File: config.mk
export PLATFORM = sky130hd
export DESIGN_NAME = uopc_top
export DESIGN_NICKNAME = d
export VERILOG_FILES = /design/src/hw/uopc_pkg.sv /design/src/hw/uopc_otp_cells.sv /design/src/hw/uopc_top.sv
export VERILOG_INCLUDE_DIRS = /design/src /design/src/hw
export SDC_FILE = /design/constraint.sdc
export NUM_CORES = 2
export LEC_CHECK = 0
export BUFFER_PORTS_ARGS = -buffer_cell sky130_fd_sc_hd__buf_4
export CORE_UTILIZATION = 25
export CTS_BUF_LIST = sky130_fd_sc_hd__clkbuf_8 sky130_fd_sc_hd__clkbuf_16
export DETAILED_ROUTE_END_ITERATION = 10
export GPL_TIMING_DRIVEN = 0
export PLACE_DENSITY = 0.37
export SYNTH_ARGS = -nofsm -noshare
export SYNTH_HDL_FRONTEND = slang
export SYNTH_SLANG_ARGS = --single-unit
File: constraint.sdc
create_clock -name clk_sys -period 4 [get_ports clk_sys]
set_input_delay 0.2 -clock clk_sys [delete_from_list [all_inputs] [get_ports clk_sys]]
set_output_delay 0.2 -clock clk_sys [all_outputs]
set_load 0.01 [all_outputs]
File: src/hw/uopc_consts.svh
// Purpose: constants of the user otp program control block
// Assumes: 8-bit register port, 250 MHz core clock
// Notes: offsets are register addresses on the device register port
`ifndef UOPC_CONSTS_SVH
`define UOPC_CONSTS_SVH

// register addresses
`define UOPC_ADDR_WR_CTL 8'h11
`define UOPC_ADDR_UF2_BASE 8'h20
`define UOPC_ADDR_CHECK0 8'h30
`define UOPC_ADDR_CHECK1 8'h31
`define UOPC_ADDR_CHECK2 8'h32
`define UOPC_ADDR_CHG_ERR 8'h34
`define UOPC_ADDR_STATUS 8'h35
`define UOPC_ADDR_UF0_WIN 4'ha
`define UOPC_ADDR_UF1_WIN 4'hb

// otp_write_control fields
`define UOPC_CTL_TRIG_BIT 7
`define UOPC_CTL_EXCT_BIT 3
`define UOPC_CTL_EXPA_BIT 2
`define UOPC_CTL_REG_LSB 0
`define UOPC_CTL_WMASK 8'h8f
`define UOPC_CTL_RESET 8'h00

// region two byte positions
`define UOPC_UF2_CT_IDX 4'h0
`define UOPC_UF2_PA_IDX 4'h1

// check code
`define UOPC_CRC_POLY 7'h09
`define UOPC_CRC_INIT 7'h00

// timing
`define UOPC_CLK_NS 4
`define UOPC_BYTE_PROG_NS 100

`endif

File: src/hw/uopc_pkg.sv
// Purpose: types of the user otp program control block
// Assumes: nothing beyond the consts header
// Notes: one-hot controller states
package uopc_pkg;

	typedef enum logic [5:0] {
		ST_IDLE = 6'h01,
		ST_CRC = 6'h02,
		ST_PROG = 6'h04,
		ST_PWAIT = 6'h08,
		ST_RLOAD = 6'h10,
		ST_RCAP = 6'h20
	} uopc_state_t;

	typedef enum logic [1:0] {
		REG_UF0 = 2'h0,
		REG_UF1 = 2'h1,
		REG_UF2 = 2'h2,
		REG_RSV = 2'h3
	} uopc_region_t;

endpackage : uopc_pkg

File: src/hw/uopc_otp_cells.sv
// Purpose: nonvolatile cell array model, three regions of sixteen bytes
// Assumes: one write and one read port, read data registered
// Notes: unprogrammed cells read zero
`timescale 1ns/10ps
module uopc_otp_cells #(
	parameter int AW = 6,
	parameter int DEPTH = 48
) (
	input wire logic clk_sys,
	input wire logic resetn,
	input wire logic wr_en,
	input wire logic [AW-1:0] wr_addr,
	input wire logic [7:0] wr_data,
	input wire logic [AW-1:0] rd_addr,
	output logic [7:0] rd_data
);
	logic [7:0] cell_r [DEPTH];

	// cells only gain ones when burned
	always_ff @(posedge clk_sys or negedge resetn) begin
		if (!resetn) begin
			for (int i = 0; i < DEPTH; i++) begin
				cell_r[i] <= 8'h00;
			end
		end else if (wr_en) begin
			cell_r[wr_addr] <= cell_r[wr_addr] | wr_data;
		end
	end

	// registered read
	always_ff @(posedge clk_sys or negedge resetn) begin
		if (!resetn) begin
			rd_data <= 8'h00;
		end else begin
			rd_data <= cell_r[rd_addr];
		end
	end

endmodule : uopc_otp_cells

File: src/hw/uopc_top.sv
// Purpose: user otp programming from mirror registers
// Assumes: register port driven by logic on clk_sys
// Notes: writes are ignored while a programming sequence runs
`timescale 1ns/10ps
`include "uopc_consts.svh"
module uopc_top #(
	parameter int BYTE_PROG_NS = `UOPC_BYTE_PROG_NS
) (
	input wire logic clk_sys,
	input wire logic resetn,
	input wire logic reg_wr_en,
	input wire logic reg_rd_en,
	input wire logic [7:0] reg_addr,
	input wire logic [7:0] reg_wr_data,
	output logic [7:0] reg_rd_data,
	output logic reg_rd_valid,
	output logic otp_busy,
	output logic [2:0] region_lock,
	output logic [2:0] region_change_err
);
	localparam int BYTE_CYC_I = (BYTE_PROG_NS + `UOPC_CLK_NS - 1) / `UOPC_CLK_NS;
	localparam int BYTE_CYC = (BYTE_CYC_I < 1) ? 1 : BYTE_CYC_I;
	localparam int WW = $clog2(BYTE_CYC + 1);
	localparam logic [WW-1:0] WAIT_LAST = WW'(BYTE_CYC - 1);

	uopc_pkg::uopc_state_t state_r;
	logic [7:0] otp_write_control_r;
	logic [7:0] shared_r [16];
	logic [7:0] uf2_r [16];
	logic shared_base_r;
	logic [6:0] crc_r [3];
	logic [6:0] crc_acc_r;
	logic [3:0] idx_r;
	logic [WW-1:0] wait_r;
	logic [1:0] tgt_r;
	logic tgt_ex_ct_r;
	logic tgt_ex_pa_r;
	logic [1:0] scan_reg_r;
	logic [3:0] scan_idx_r;
	logic scan_chk_r;
	logic [1:0] chk_reg_r;
	logic [3:0] chk_idx_r;
	logic [7:0] cell_rd;
	logic [5:0] cell_rd_addr;
	logic cell_wr;
	logic [7:0] src_byte;
	logic excl_byte;
	logic wr_ok;
	logic ctl_wr;
	logic trig_ok;
	logic [1:0] wsel;
	logic [3:0] win;
	logic [7:0] mirror_at_chk;

	assign wsel = reg_wr_data[`UOPC_CTL_REG_LSB +: 2];
	assign win = reg_addr[7:4];
	assign wr_ok = reg_wr_en && (state_r == uopc_pkg::ST_IDLE);
	assign ctl_wr = wr_ok && (reg_addr == `UOPC_ADDR_WR_CTL);
	// start only for a real, unlocked region
	assign trig_ok = ctl_wr && reg_wr_data[`UOPC_CTL_TRIG_BIT] && (wsel != uopc_pkg::REG_RSV) &&
		!region_lock[wsel];
	assign otp_busy = (state_r != uopc_pkg::ST_IDLE);

	// next check-code step, msb first
	function automatic logic [6:0] crc_step(input logic [6:0] c, input logic [7:0] d);
		logic [6:0] x;
		logic fb;
		x = c;
		for (int i = 7; i >= 0; i--) begin
			fb = x[6] ^ d[i];
			x = {x[5:0], 1'b0};
			if (fb) begin
				x = x ^ `UOPC_CRC_POLY;
			end
		end
		return x;
	endfunction : crc_step

	// byte to burn for the current target and index
	always_comb begin
		excl_byte = (tgt_r == uopc_pkg::REG_UF2) &&
			((tgt_ex_pa_r && idx_r == `UOPC_UF2_PA_IDX) ||
			(tgt_ex_ct_r && idx_r == `UOPC_UF2_CT_IDX));
		if (tgt_r == uopc_pkg::REG_UF2) begin
			src_byte = excl_byte ? 8'h00 : uf2_r[idx_r];
		end else begin
			src_byte = shared_r[idx_r];
		end
	end

	// control register, trigger stays set after programming
	always_ff @(posedge clk_sys or negedge resetn) begin
		if (!resetn) begin
			otp_write_control_r <= `UOPC_CTL_RESET;
		end else if (ctl_wr) begin
			otp_write_control_r <= reg_wr_data & `UOPC_CTL_WMASK;
		end
	end

	// target latched from the triggering write
	always_ff @(posedge clk_sys or negedge resetn) begin
		if (!resetn) begin
			tgt_r <= 2'h0;
			tgt_ex_ct_r <= 1'b0;
			tgt_ex_pa_r <= 1'b0;
		end else if (trig_ok) begin
			tgt_r <= wsel;
			tgt_ex_ct_r <= reg_wr_data[`UOPC_CTL_EXCT_BIT];
			tgt_ex_pa_r <= reg_wr_data[`UOPC_CTL_EXPA_BIT];
		end
	end

	// shared mirror block and its base
	always_ff @(posedge clk_sys or negedge resetn) begin
		if (!resetn) begin
			shared_base_r <= 1'b0;
			for (int i = 0; i < 16; i++) begin
				shared_r[i] <= 8'h00;
			end
		end else if (wr_ok && (win == `UOPC_ADDR_UF0_WIN || win == `UOPC_ADDR_UF1_WIN)) begin
			shared_base_r <= (win == `UOPC_ADDR_UF1_WIN);
			shared_r[reg_addr[3:0]] <= reg_wr_data;
		end
	end

	// region two mirrors, written by port or by reload
	always_ff @(posedge clk_sys or negedge resetn) begin
		if (!resetn) begin
			for (int i = 0; i < 16; i++) begin
				uf2_r[i] <= 8'h00;
			end
		end else if (state_r == uopc_pkg::ST_RCAP) begin
			if (!(tgt_ex_ct_r && idx_r == `UOPC_UF2_CT_IDX)) begin
				uf2_r[idx_r] <= cell_rd;
			end
		end else if (wr_ok && reg_addr[7:4] == 4'(`UOPC_ADDR_UF2_BASE >> 4)) begin
			uf2_r[reg_addr[3:0]] <= reg_wr_data;
		end
	end

	// programming sequence controller
	always_ff @(posedge clk_sys or negedge resetn) begin
		if (!resetn) begin
			state_r <= uopc_pkg::ST_IDLE;
			idx_r <= 4'h0;
			wait_r <= '0;
			crc_acc_r <= `UOPC_CRC_INIT;
		end else begin
			case (state_r)
				uopc_pkg::ST_IDLE: begin
					idx_r <= 4'h0;
					crc_acc_r <= `UOPC_CRC_INIT;
					if (trig_ok) begin
						state_r <= uopc_pkg::ST_CRC;
					end
				end
				uopc_pkg::ST_CRC: begin
					crc_acc_r <= crc_step(crc_acc_r, src_byte);
					idx_r <= idx_r + 4'h1;
					if (idx_r == 4'hf) begin
						state_r <= uopc_pkg::ST_PROG;
					end
				end
				uopc_pkg::ST_PROG: begin
					wait_r <= '0;
					state_r <= uopc_pkg::ST_PWAIT;
				end
				uopc_pkg::ST_PWAIT: begin
					wait_r <= wait_r + WW'(1);
					if (wait_r == WAIT_LAST) begin
						idx_r <= idx_r + 4'h1;
						if (idx_r != 4'hf) begin
							state_r <= uopc_pkg::ST_PROG;
						end else if (tgt_r == uopc_pkg::REG_UF2) begin
							state_r <= uopc_pkg::ST_RLOAD;
						end else begin
							state_r <= uopc_pkg::ST_IDLE;
						end
					end
				end
				uopc_pkg::ST_RLOAD: begin
					state_r <= uopc_pkg::ST_RCAP;
				end
				uopc_pkg::ST_RCAP: begin
					idx_r <= idx_r + 4'h1;
					state_r <= (idx_r == 4'hf) ? uopc_pkg::ST_IDLE : uopc_pkg::ST_RLOAD;
				end
				default: begin
					state_r <= uopc_pkg::ST_IDLE;
				end
			endcase
		end
	end

	// check code and lock stored once the last byte is burned
	always_ff @(posedge clk_sys or negedge resetn) begin
		if (!resetn) begin
			region_lock <= 3'h0;
			for (int i = 0; i < 3; i++) begin
				crc_r[i] <= `UOPC_CRC_INIT;
			end
		end else if (state_r == uopc_pkg::ST_PWAIT && wait_r == WAIT_LAST && idx_r == 4'hf) begin
			region_lock[tgt_r] <= 1'b1;
			crc_r[tgt_r] <= crc_acc_r;
		end
	end

	// cells written only by the controller, excluded bytes skipped
	assign cell_wr = (state_r == uopc_pkg::ST_PROG) && !excl_byte;
	assign cell_rd_addr = (state_r == uopc_pkg::ST_RLOAD) ? {uopc_pkg::REG_UF2, idx_r} :
		{scan_reg_r, scan_idx_r};

	uopc_otp_cells #(
		.AW(6),
		.DEPTH(48)
	) u_cells (
		.clk_sys(clk_sys),
		.resetn(resetn),
		.wr_en(cell_wr),
		.wr_addr({tgt_r, idx_r}),
		.wr_data(src_byte),
		.rd_addr(cell_rd_addr),
		.rd_data(cell_rd)
	);

	// background scan of cells against mirrors
	always_ff @(posedge clk_sys or negedge resetn) begin
		if (!resetn) begin
			scan_reg_r <= 2'h0;
			scan_idx_r <= 4'h0;
			scan_chk_r <= 1'b0;
			chk_reg_r <= 2'h0;
			chk_idx_r <= 4'h0;
		end else begin
			scan_chk_r <= (state_r == uopc_pkg::ST_IDLE) && region_lock[scan_reg_r];
			chk_reg_r <= scan_reg_r;
			chk_idx_r <= scan_idx_r;
			if (state_r == uopc_pkg::ST_IDLE) begin
				scan_idx_r <= scan_idx_r + 4'h1;
				if (scan_idx_r == 4'hf) begin
					scan_reg_r <= (scan_reg_r == uopc_pkg::REG_UF2) ? 2'h0 : scan_reg_r + 2'h1;
				end
			end
		end
	end

	// mirror byte compared with the cell byte just read
	always_comb begin
		if (chk_reg_r == uopc_pkg::REG_UF2) begin
			mirror_at_chk = uf2_r[chk_idx_r];
			if ((tgt_ex_pa_r && chk_idx_r == `UOPC_UF2_PA_IDX) ||
				(tgt_ex_ct_r && chk_idx_r == `UOPC_UF2_CT_IDX)) begin
				mirror_at_chk = cell_rd; // excluded bytes not watched
			end
		end else if (chk_reg_r[0] == shared_base_r) begin
			mirror_at_chk = shared_r[chk_idx_r];
		end else begin
			mirror_at_chk = cell_rd; // other shared region not loaded
		end
	end

	// sticky change flags, cleared only by reset
	always_ff @(posedge clk_sys or negedge resetn) begin
		if (!resetn) begin
			region_change_err <= 3'h0;
		end else if (scan_chk_r && state_r == uopc_pkg::ST_IDLE && mirror_at_chk != cell_rd) begin
			region_change_err[chk_reg_r] <= 1'b1;
		end
	end

	// register read port, one cycle latency
	always_ff @(posedge clk_sys or negedge resetn) begin
		if (!resetn) begin
			reg_rd_data <= 8'h00;
			reg_rd_valid <= 1'b0;
		end else begin
			reg_rd_valid <= reg_rd_en;
			if (reg_rd_en) begin
				if (reg_addr == `UOPC_ADDR_WR_CTL) begin
					reg_rd_data <= otp_write_control_r;
				end else if (win == `UOPC_ADDR_UF0_WIN || win == `UOPC_ADDR_UF1_WIN) begin
					reg_rd_data <= shared_r[reg_addr[3:0]];
				end else if (reg_addr[7:4] == 4'(`UOPC_ADDR_UF2_BASE >> 4)) begin
					reg_rd_data <= uf2_r[reg_addr[3:0]];
				end else if (reg_addr >= `UOPC_ADDR_CHECK0 && reg_addr <= `UOPC_ADDR_CHECK2) begin
					reg_rd_data <= {region_lock[reg_addr[1:0]], crc_r[reg_addr[1:0]]};
				end else if (reg_addr == `UOPC_ADDR_CHG_ERR) begin
					reg_rd_data <= {5'h00, region_change_err};
				end else if (reg_addr == `UOPC_ADDR_STATUS) begin
					reg_rd_data <= {otp_busy, 6'h00, shared_base_r};
				end else begin
					reg_rd_data <= 8'h00;
				end
			end
		end
	end

endmodule : uopc_top

# == Word-level counts from Yosys, hierarchy flattened ==
# Cells that the tools add are included.
# op_classes
add_sub_neg,4
n_lt_le_gt_ge,20
eq_ne,29
n_mux,92
bitwise_logic,26
reduce_logical,41
# op_table
cell,n
$bwmux W128,3
$bwmux W384,1
$mux W128,3
$mux W8,30
$bmux W8 S4,6
$bmux W8 S6,2
$mux W7,10
$demux W8 S4,2
$demux W8 S6,1
$mux W4,9
$pmux W6 S6,1
$logic_and A1 B1 Y1,25
$mux W6,4
$bwmux W21,1
$eq A4 B4 Y1 const B,4
$eq A8 B6 Y1 const B,2
$not A2 Y2,8
$ge A5 B5 Y1 const B,3
$lt A2 B3 Y1 const B,5
$mux W5,3
$not A4 Y5,3
$bmux W7 S2,1
$demux W7 S2,1
$ge A7 B7 Y1 const B,2
46 further kinds,82
# totals
reg_bits,729
in_bits,20
out_inout_bits,16
word_cells,314

# == Logic depth before layout (Yosys ltp) ==
# depth
depth_word,30
depth_mapped,16
depth_no_buf,11

# == Cells and area by module ==
# From an unflattened synthesis, not the netlist that was laid out.
# unflattened
cells_unflattened,3710
hier_area_um2,41613.7
# by_module_without_submodules
mod,n_inst,cells_each,area_each_um2
uopc_top,1,1759,21018.9
uopc_otp_cells,1,1951,20594.8

# == Worst setup path after synthesis ==
# No wires, ideal clock.
# synth_path
kind,flip-flop to flip-flop
start,register idx_r[1]
end,register crc_acc_r[4]
setup_time_ns,0.132
t_arrival_ns,3.041
setup_slack_ns,0.827
path_stages_with_launch,16
path_buffers,4
synth_period_minus_slack_ns,3.173
cell_sequence,dfrtp_1 -> buf_4 -> buf_2 -> buf_4 -> inv_2 -> buf_2 -> ha_1 -> a22o_1 -> a21oi_4 -> o221ai_1 -> or4_1 -> and4_4 -> xnor2_1 -> xnor2_1 -> xnor2_1 -> o21ai_1
# synth_between
elab_chain_len,17
elab_cells_between_ends,30
cone_classes,1 x eq/ne; 19 x mux; 5 x bitwise; 5 x reduce/logical
# synth_lines
item,line,rtl
"start, declared",uopc_top.sv:33,logic [3:0] idx_r;
"start signal, assigned",uopc_top.sv:159,idx_r <= idx_r + 4'h1;
"start signal, assigned",uopc_top.sv:171,idx_r <= idx_r + 4'h1;
"start signal, assigned",uopc_top.sv:185,idx_r <= idx_r + 4'h1;
"$not A4 Y5 (not written as such), or another cell as far along","uopc_top.sv:85, uopc_top.sv:87",
$bmux W8 S4 or $logic_and A1 B1 Y1 (tied branches),--,
$mux W8 (not written as such) or $logic_or A1 B1 Y1 (tied branches),"uopc_top.sv:85, uopc_top.sv:82",
$mux W8 (not written as such) or $logic_and A1 B1 Y1 (tied branches),"uopc_top.sv:85, uopc_top.sv:81",
$mux W8,uopc_top.sv:85,src_byte = excl_byte ? 8'h00 : uf2_r[idx_r];
$mux W8 *,uopc_top.sv:84,if (tgt_r == uopc_pkg::REG_UF2) begin
$xor A1 B1 Y1,uopc_top.sv:70,fb = x[6] ^ d[i];
$mux W4,uopc_top.sv:72,if (fb) begin
$mux W7,uopc_top.sv:149,case (state_r)
$mux W4,uopc_top.sv:72,
$mux W7,uopc_top.sv:149,
$mux W4,uopc_top.sv:72,
$mux W7,uopc_top.sv:149,
$not A2 Y2 (no line),--,
$mux W4 *,uopc_top.sv:72,
$mux W7 *,uopc_top.sv:149,
$pmux W7 S2 *,uopc_top.sv:149,
"end signal, assigned",uopc_top.sv:147,crc_acc_r <= `UOPC_CRC_INIT;
"end signal, assigned",uopc_top.sv:152,crc_acc_r <= `UOPC_CRC_INIT;
"end signal, assigned",uopc_top.sv:158,"crc_acc_r <= crc_step(crc_acc_r, src_byte);"
"end, declared",uopc_top.sv:32,logic [6:0] crc_acc_r;
# Every way passes the cells marked *; elsewhere a longest branch is shown, timed or not. The select of a mux whose other input is x is not followed.
# A chain may end at the register's enable or synchronous reset.

# == Worst setup path in the final report ==
# layout_path
start,register idx_r[0]
end,register u_cells.cell_r[236] in the netlist's numbering
# layout_between
elab_chain_len,8
elab_cells_between_ends,28
cone_classes,2 x order compare; 1 x eq/ne; 14 x mux; 3 x bitwise; 8 x reduce/logical
# layout_lines
item,line,rtl
"$not A4 Y5 (not written as such), or another cell as far along","uopc_top.sv:85, uopc_top.sv:87",
$bmux W8 S4 or $logic_and A1 B1 Y1 (tied branches),--,
$mux W8 (not written as such) or $logic_or A1 B1 Y1 (tied branches),"uopc_top.sv:85, uopc_top.sv:82",
$mux W8 (not written as such) or $logic_and A1 B1 Y1 (tied branches),"uopc_top.sv:85, uopc_top.sv:81",
$mux W8,uopc_top.sv:85,
$mux W8,uopc_top.sv:84,
$or A8 B8 Y8,uopc_otp_cells.sv:26,cell_r[wr_addr] <= cell_r[wr_addr] | wr_data;
$bwmux W384,uopc_otp_cells.sv:26,
"end signal, assigned by index",uopc_otp_cells.sv:26,
"end, declared",uopc_otp_cells.sv:17,logic [7:0] cell_r [DEPTH];
# Several ways; a longest one is shown, not always the timed one. The select of a mux whose other input is x is not followed.

==> metrics <==
final cell count without fillers=6019; Yosys reg bits=729; die area=162000 um2; hpwl dp=155 mm; top_reg_cell synth=dfrtp_1; share of layout cells above drive strength 1=25.5%; Top Ports=36; number of distinct library cells after synthesis=80; number of global-route vias before repair=34400; post-layout util=29.8%; DRC Markers=0; die height=402 um; CP Capture Type=register; Syn Std Cell Area=40100 um2; Comb pwr share=25.4%; GRT overflow=0; Iteration-0 DRC Markers=4429; initial antenna violation count=5; Clock Skews=37.6 ps; detailed-route via count=35500; Final min period=4070 ps; fmax=0.246 GHz; placed cells=5833; P_sw=0.00783 W; Reg power frac=35.7%; Via-to-Cell Ratio=5.90; router iterations before antenna repair=6; CTS sink count=729; Yosys top cell area share=45.4%; RD Place Congestion=0.959; worst skew pair latency=720 ps; met2 Usage GRT=41.5%; PD cells=475 nW/um2; syn_area_per_cell=10.8 um2; syn nets=3745; critical path data required time=4600 ps; M1 GR Usage=33.9%; chip width=402 um; GR met3 Demand/Resource=5.60%; maximum vdd drop=386 uV; Max clock buf depth=3; most crowded layer after global routing=met2; Area contributors post-synth=dfrtp_1 (45%), mux4_2 (15%), mux2_2 (5.4%); failing checks=max-capacitance violations, max-slew violations, negative setup slack; Layout Nets=3901; Pint=0.0147 W; CP arrival=4670 ps; Clock Root Buffer=clkbuf_16; largest net degree at the start of global routing=109; Mapped Cells=3718; Max Slew Vio Count=1; Worst Tran Pin Value=1500 ps; Layout area overhead=18.1%; Setup CP Type=reg2reg; EDFF count, synth=0; maxcap violations=1; ys async rst share=100%; Post-Route WL=217 mm; DR WL/cell=36.0 um; clock transition at the registers of the reported paths=60 ps; # rows=146; area leader, netlist=dfrtp_1; Initial Utilization=25.3%; max_slew headroom=-0.0574%; worst hold path type=in2reg; CTS tree=done; Crit Path Max Fanout=10; first-pass GRT wire length=297 mm; Sw Ratio=34.8%; DP Area=43200 um2; startpoint class of the critical path=register; htree depth=3; GRT Total Usage=26.3%; Final Hold Fails=0; antenna-violating nets left=0; Pleak=19.4 nW; cell area after layout=47400 um2; Core ar.=159000 um2; IO buf count=31; Inserted Clock Buffers=88; # setup viols final=22; status=finished with violations; Clk pwr share=39.0%; period utilisation layout=102%; register area share after synthesis=45.5%; Setup WS post-layout=-65.7 ps; yosys warns=0
synthesized netlist by cell type, types with 41 or more instances:
cell      number
a221oi_1      41
nand2_1      260
inv_1         43
a22oi_1      264
o22ai_1       60
a21oi_1      429
o21ai_0      167
nor2_1       516
mux2_2       191
dfrtp_1      728
buf_2        100
mux4_2       265
clkbuf_1     154
worst paths after layout:
| kind | start | end | slack [ps] | cells after the start |
|---|---|---|---|---|
| worst max-delay path | idx_r[0] | u_cells.cell_r[236] | -70 | 12 |
| worst min-delay path | reg_wr_data[7] | uf2_r[15] | 70 | 3 |
| worst max register to register | idx_r[0] | u_cells.cell_r[236] | -70 | 12 |
| worst min register to register | crc_r[20] | crc_r[20] | 500 | 1 |
| max in group asynchronous | resetn | u_cells.cell_r[285] | 1790 | 5 |
| min in group asynchronous | resetn | uf2_r[66] | 140 | 2 |
stage by stage:
stage / setup TNS [ps] / hold slack, ps / total power, W / setup WS [ps]
finish: -502 / 74.1 / 0.0225 / -65.7
global placement: -5393820 / 395 / 0.0136 / -6760
global route: -4.16 / 44.9 / 0.0230 / -4.16
CTS: -261 / 28.5 / 0.0225 / -31.4
detailed placement: -612260 / 277 / 0.0136 / -1840
floorplan: 0 / -95.6 / 0.0110 / 827
cell type report:
type	count	area (um2)
sequential	729	18200
timing repair buffer	68	724
buffer	319	1760
clock inverter	47	503
tap	2072	2590
fill	16400	111000
antenna	3	7.51
multi-input combinational	2623	20800
inverter	45	171
clock buffer	113	2590
worst max-delay path, cell delays in order, from the launching register on:
cell and delay (ps):
dfrtp_1 420, buf_4 190, and3b_2 470, buf_4 390, buf_2 490, buf_4 440, a222oi_1 140, a21oi_2 390
nor3_4 130, and3_1 230, buf_4 230, buf_4 230, a21oi_1 150
logic make-up (layout without fill, tap and decap cells):
family	after synthesis	count (layout)	synth area share [%]
muxes	491	491	21.1
and+or+nand+nor	940	940	10.1
other	0	3	0
AOI/OAI and AO/OA	1145	1145	17.9
buffers and inverters	366	592	4.29
adders and majority gates	7	7	0.218
DFF	729	729	45.5
xor gates and xnor gates	40	40	0.911
metal layers:
| layer | up-vias | part of all wire [%] |
|---|---|---|
| met4 | 4 | 6.1 |
| li1 | 14400 | - |
| met2 | 2025 | 46 |
| met3 | 537 | 8.2 |
| met5 | - | 0.011 |
| met1 | 18600 | 40 |
cell usage in the layout (no fill, tap or decap), types with 11 or more instances in the layout:
master / n
a21oi_1: 427
a221oi_1: 40
a22o_1: 27
a22oi_1: 264
a31oi_1: 26
a41oi_1: 15
and3_1: 13
buf_1: 18
buf_2: 64
buf_4: 96
buf_6: 21
clkbuf_1: 111
clkbuf_16: 92
clkbuf_2: 41
clkbuf_4: 12
clkbuf_8: 21
clkinv_2: 11
dfrtp_1: 727
inv_1: 59
mux2_2: 191
mux2i_1: 34
mux4_2: 265
nand2_1: 251
nand2b_1: 16
nand3_1: 24
nor2_1: 459
nor2_2: 40
nor2_4: 17
nor3_1: 11
nor3_2: 16
o21ai_0: 167
o21ai_2: 15
o221ai_1: 17
o22ai_1: 58
o32ai_1: 15
xnor2_1: 28
xor2_1: 11
registers in the layout, indices dropped and copies added, names as in the netlist, 2 cells and up:
register / cells
crc_acc_r: 7
reg_rd_data: 8
shared_r: 128
state_r: 6
idx_r: 4
chk_reg_r: 2
tgt_r: 2
scan_idx_r: 4
scan_reg_r: 2
chk_idx_r: 4
crc_r: 21
region_lock: 3
u_cells.cell_r: 384
uf2_r: 128
region_change_err: 3
otp_write_control_r: 5
wait_r: 5
u_cells.rd_data: 8
timing repair:
| item | 4_1_cts | 5_1_grt |
|---|---|---|
| gates resized for setup | 209 | 50 |
| setup buffers | 9 | 9 |
| gates cloned | 0 | 0 |
| hold buffers | 7 | 0 |
| endpoints found under the hold margin | 89 | 0 |
| pin swaps | 10 | 6 |
| endpoints found under the setup margin | 537 | 329 |
power by group through the flow:
| stage | registers, W | clock network (W) | logic, W |
|---|---|---|---|
| 3_5_place_dp | 0.00814 | 0 | 0.00542 |
| 2_1_floorplan | 0.00797 | 0 | 0.00304 |
| 3_3_place_gp | 0.00814 | 0 | 0.00541 |
| 4_1_cts | 0.00801 | 0.00892 | 0.00552 |
| 6_report | 0.00803 | 0.00878 | 0.00571 |
| 5_1_grt | 0.00805 | 0.00919 | 0.00577 |
No activity file was read; power rests on OpenSTA's default activity.
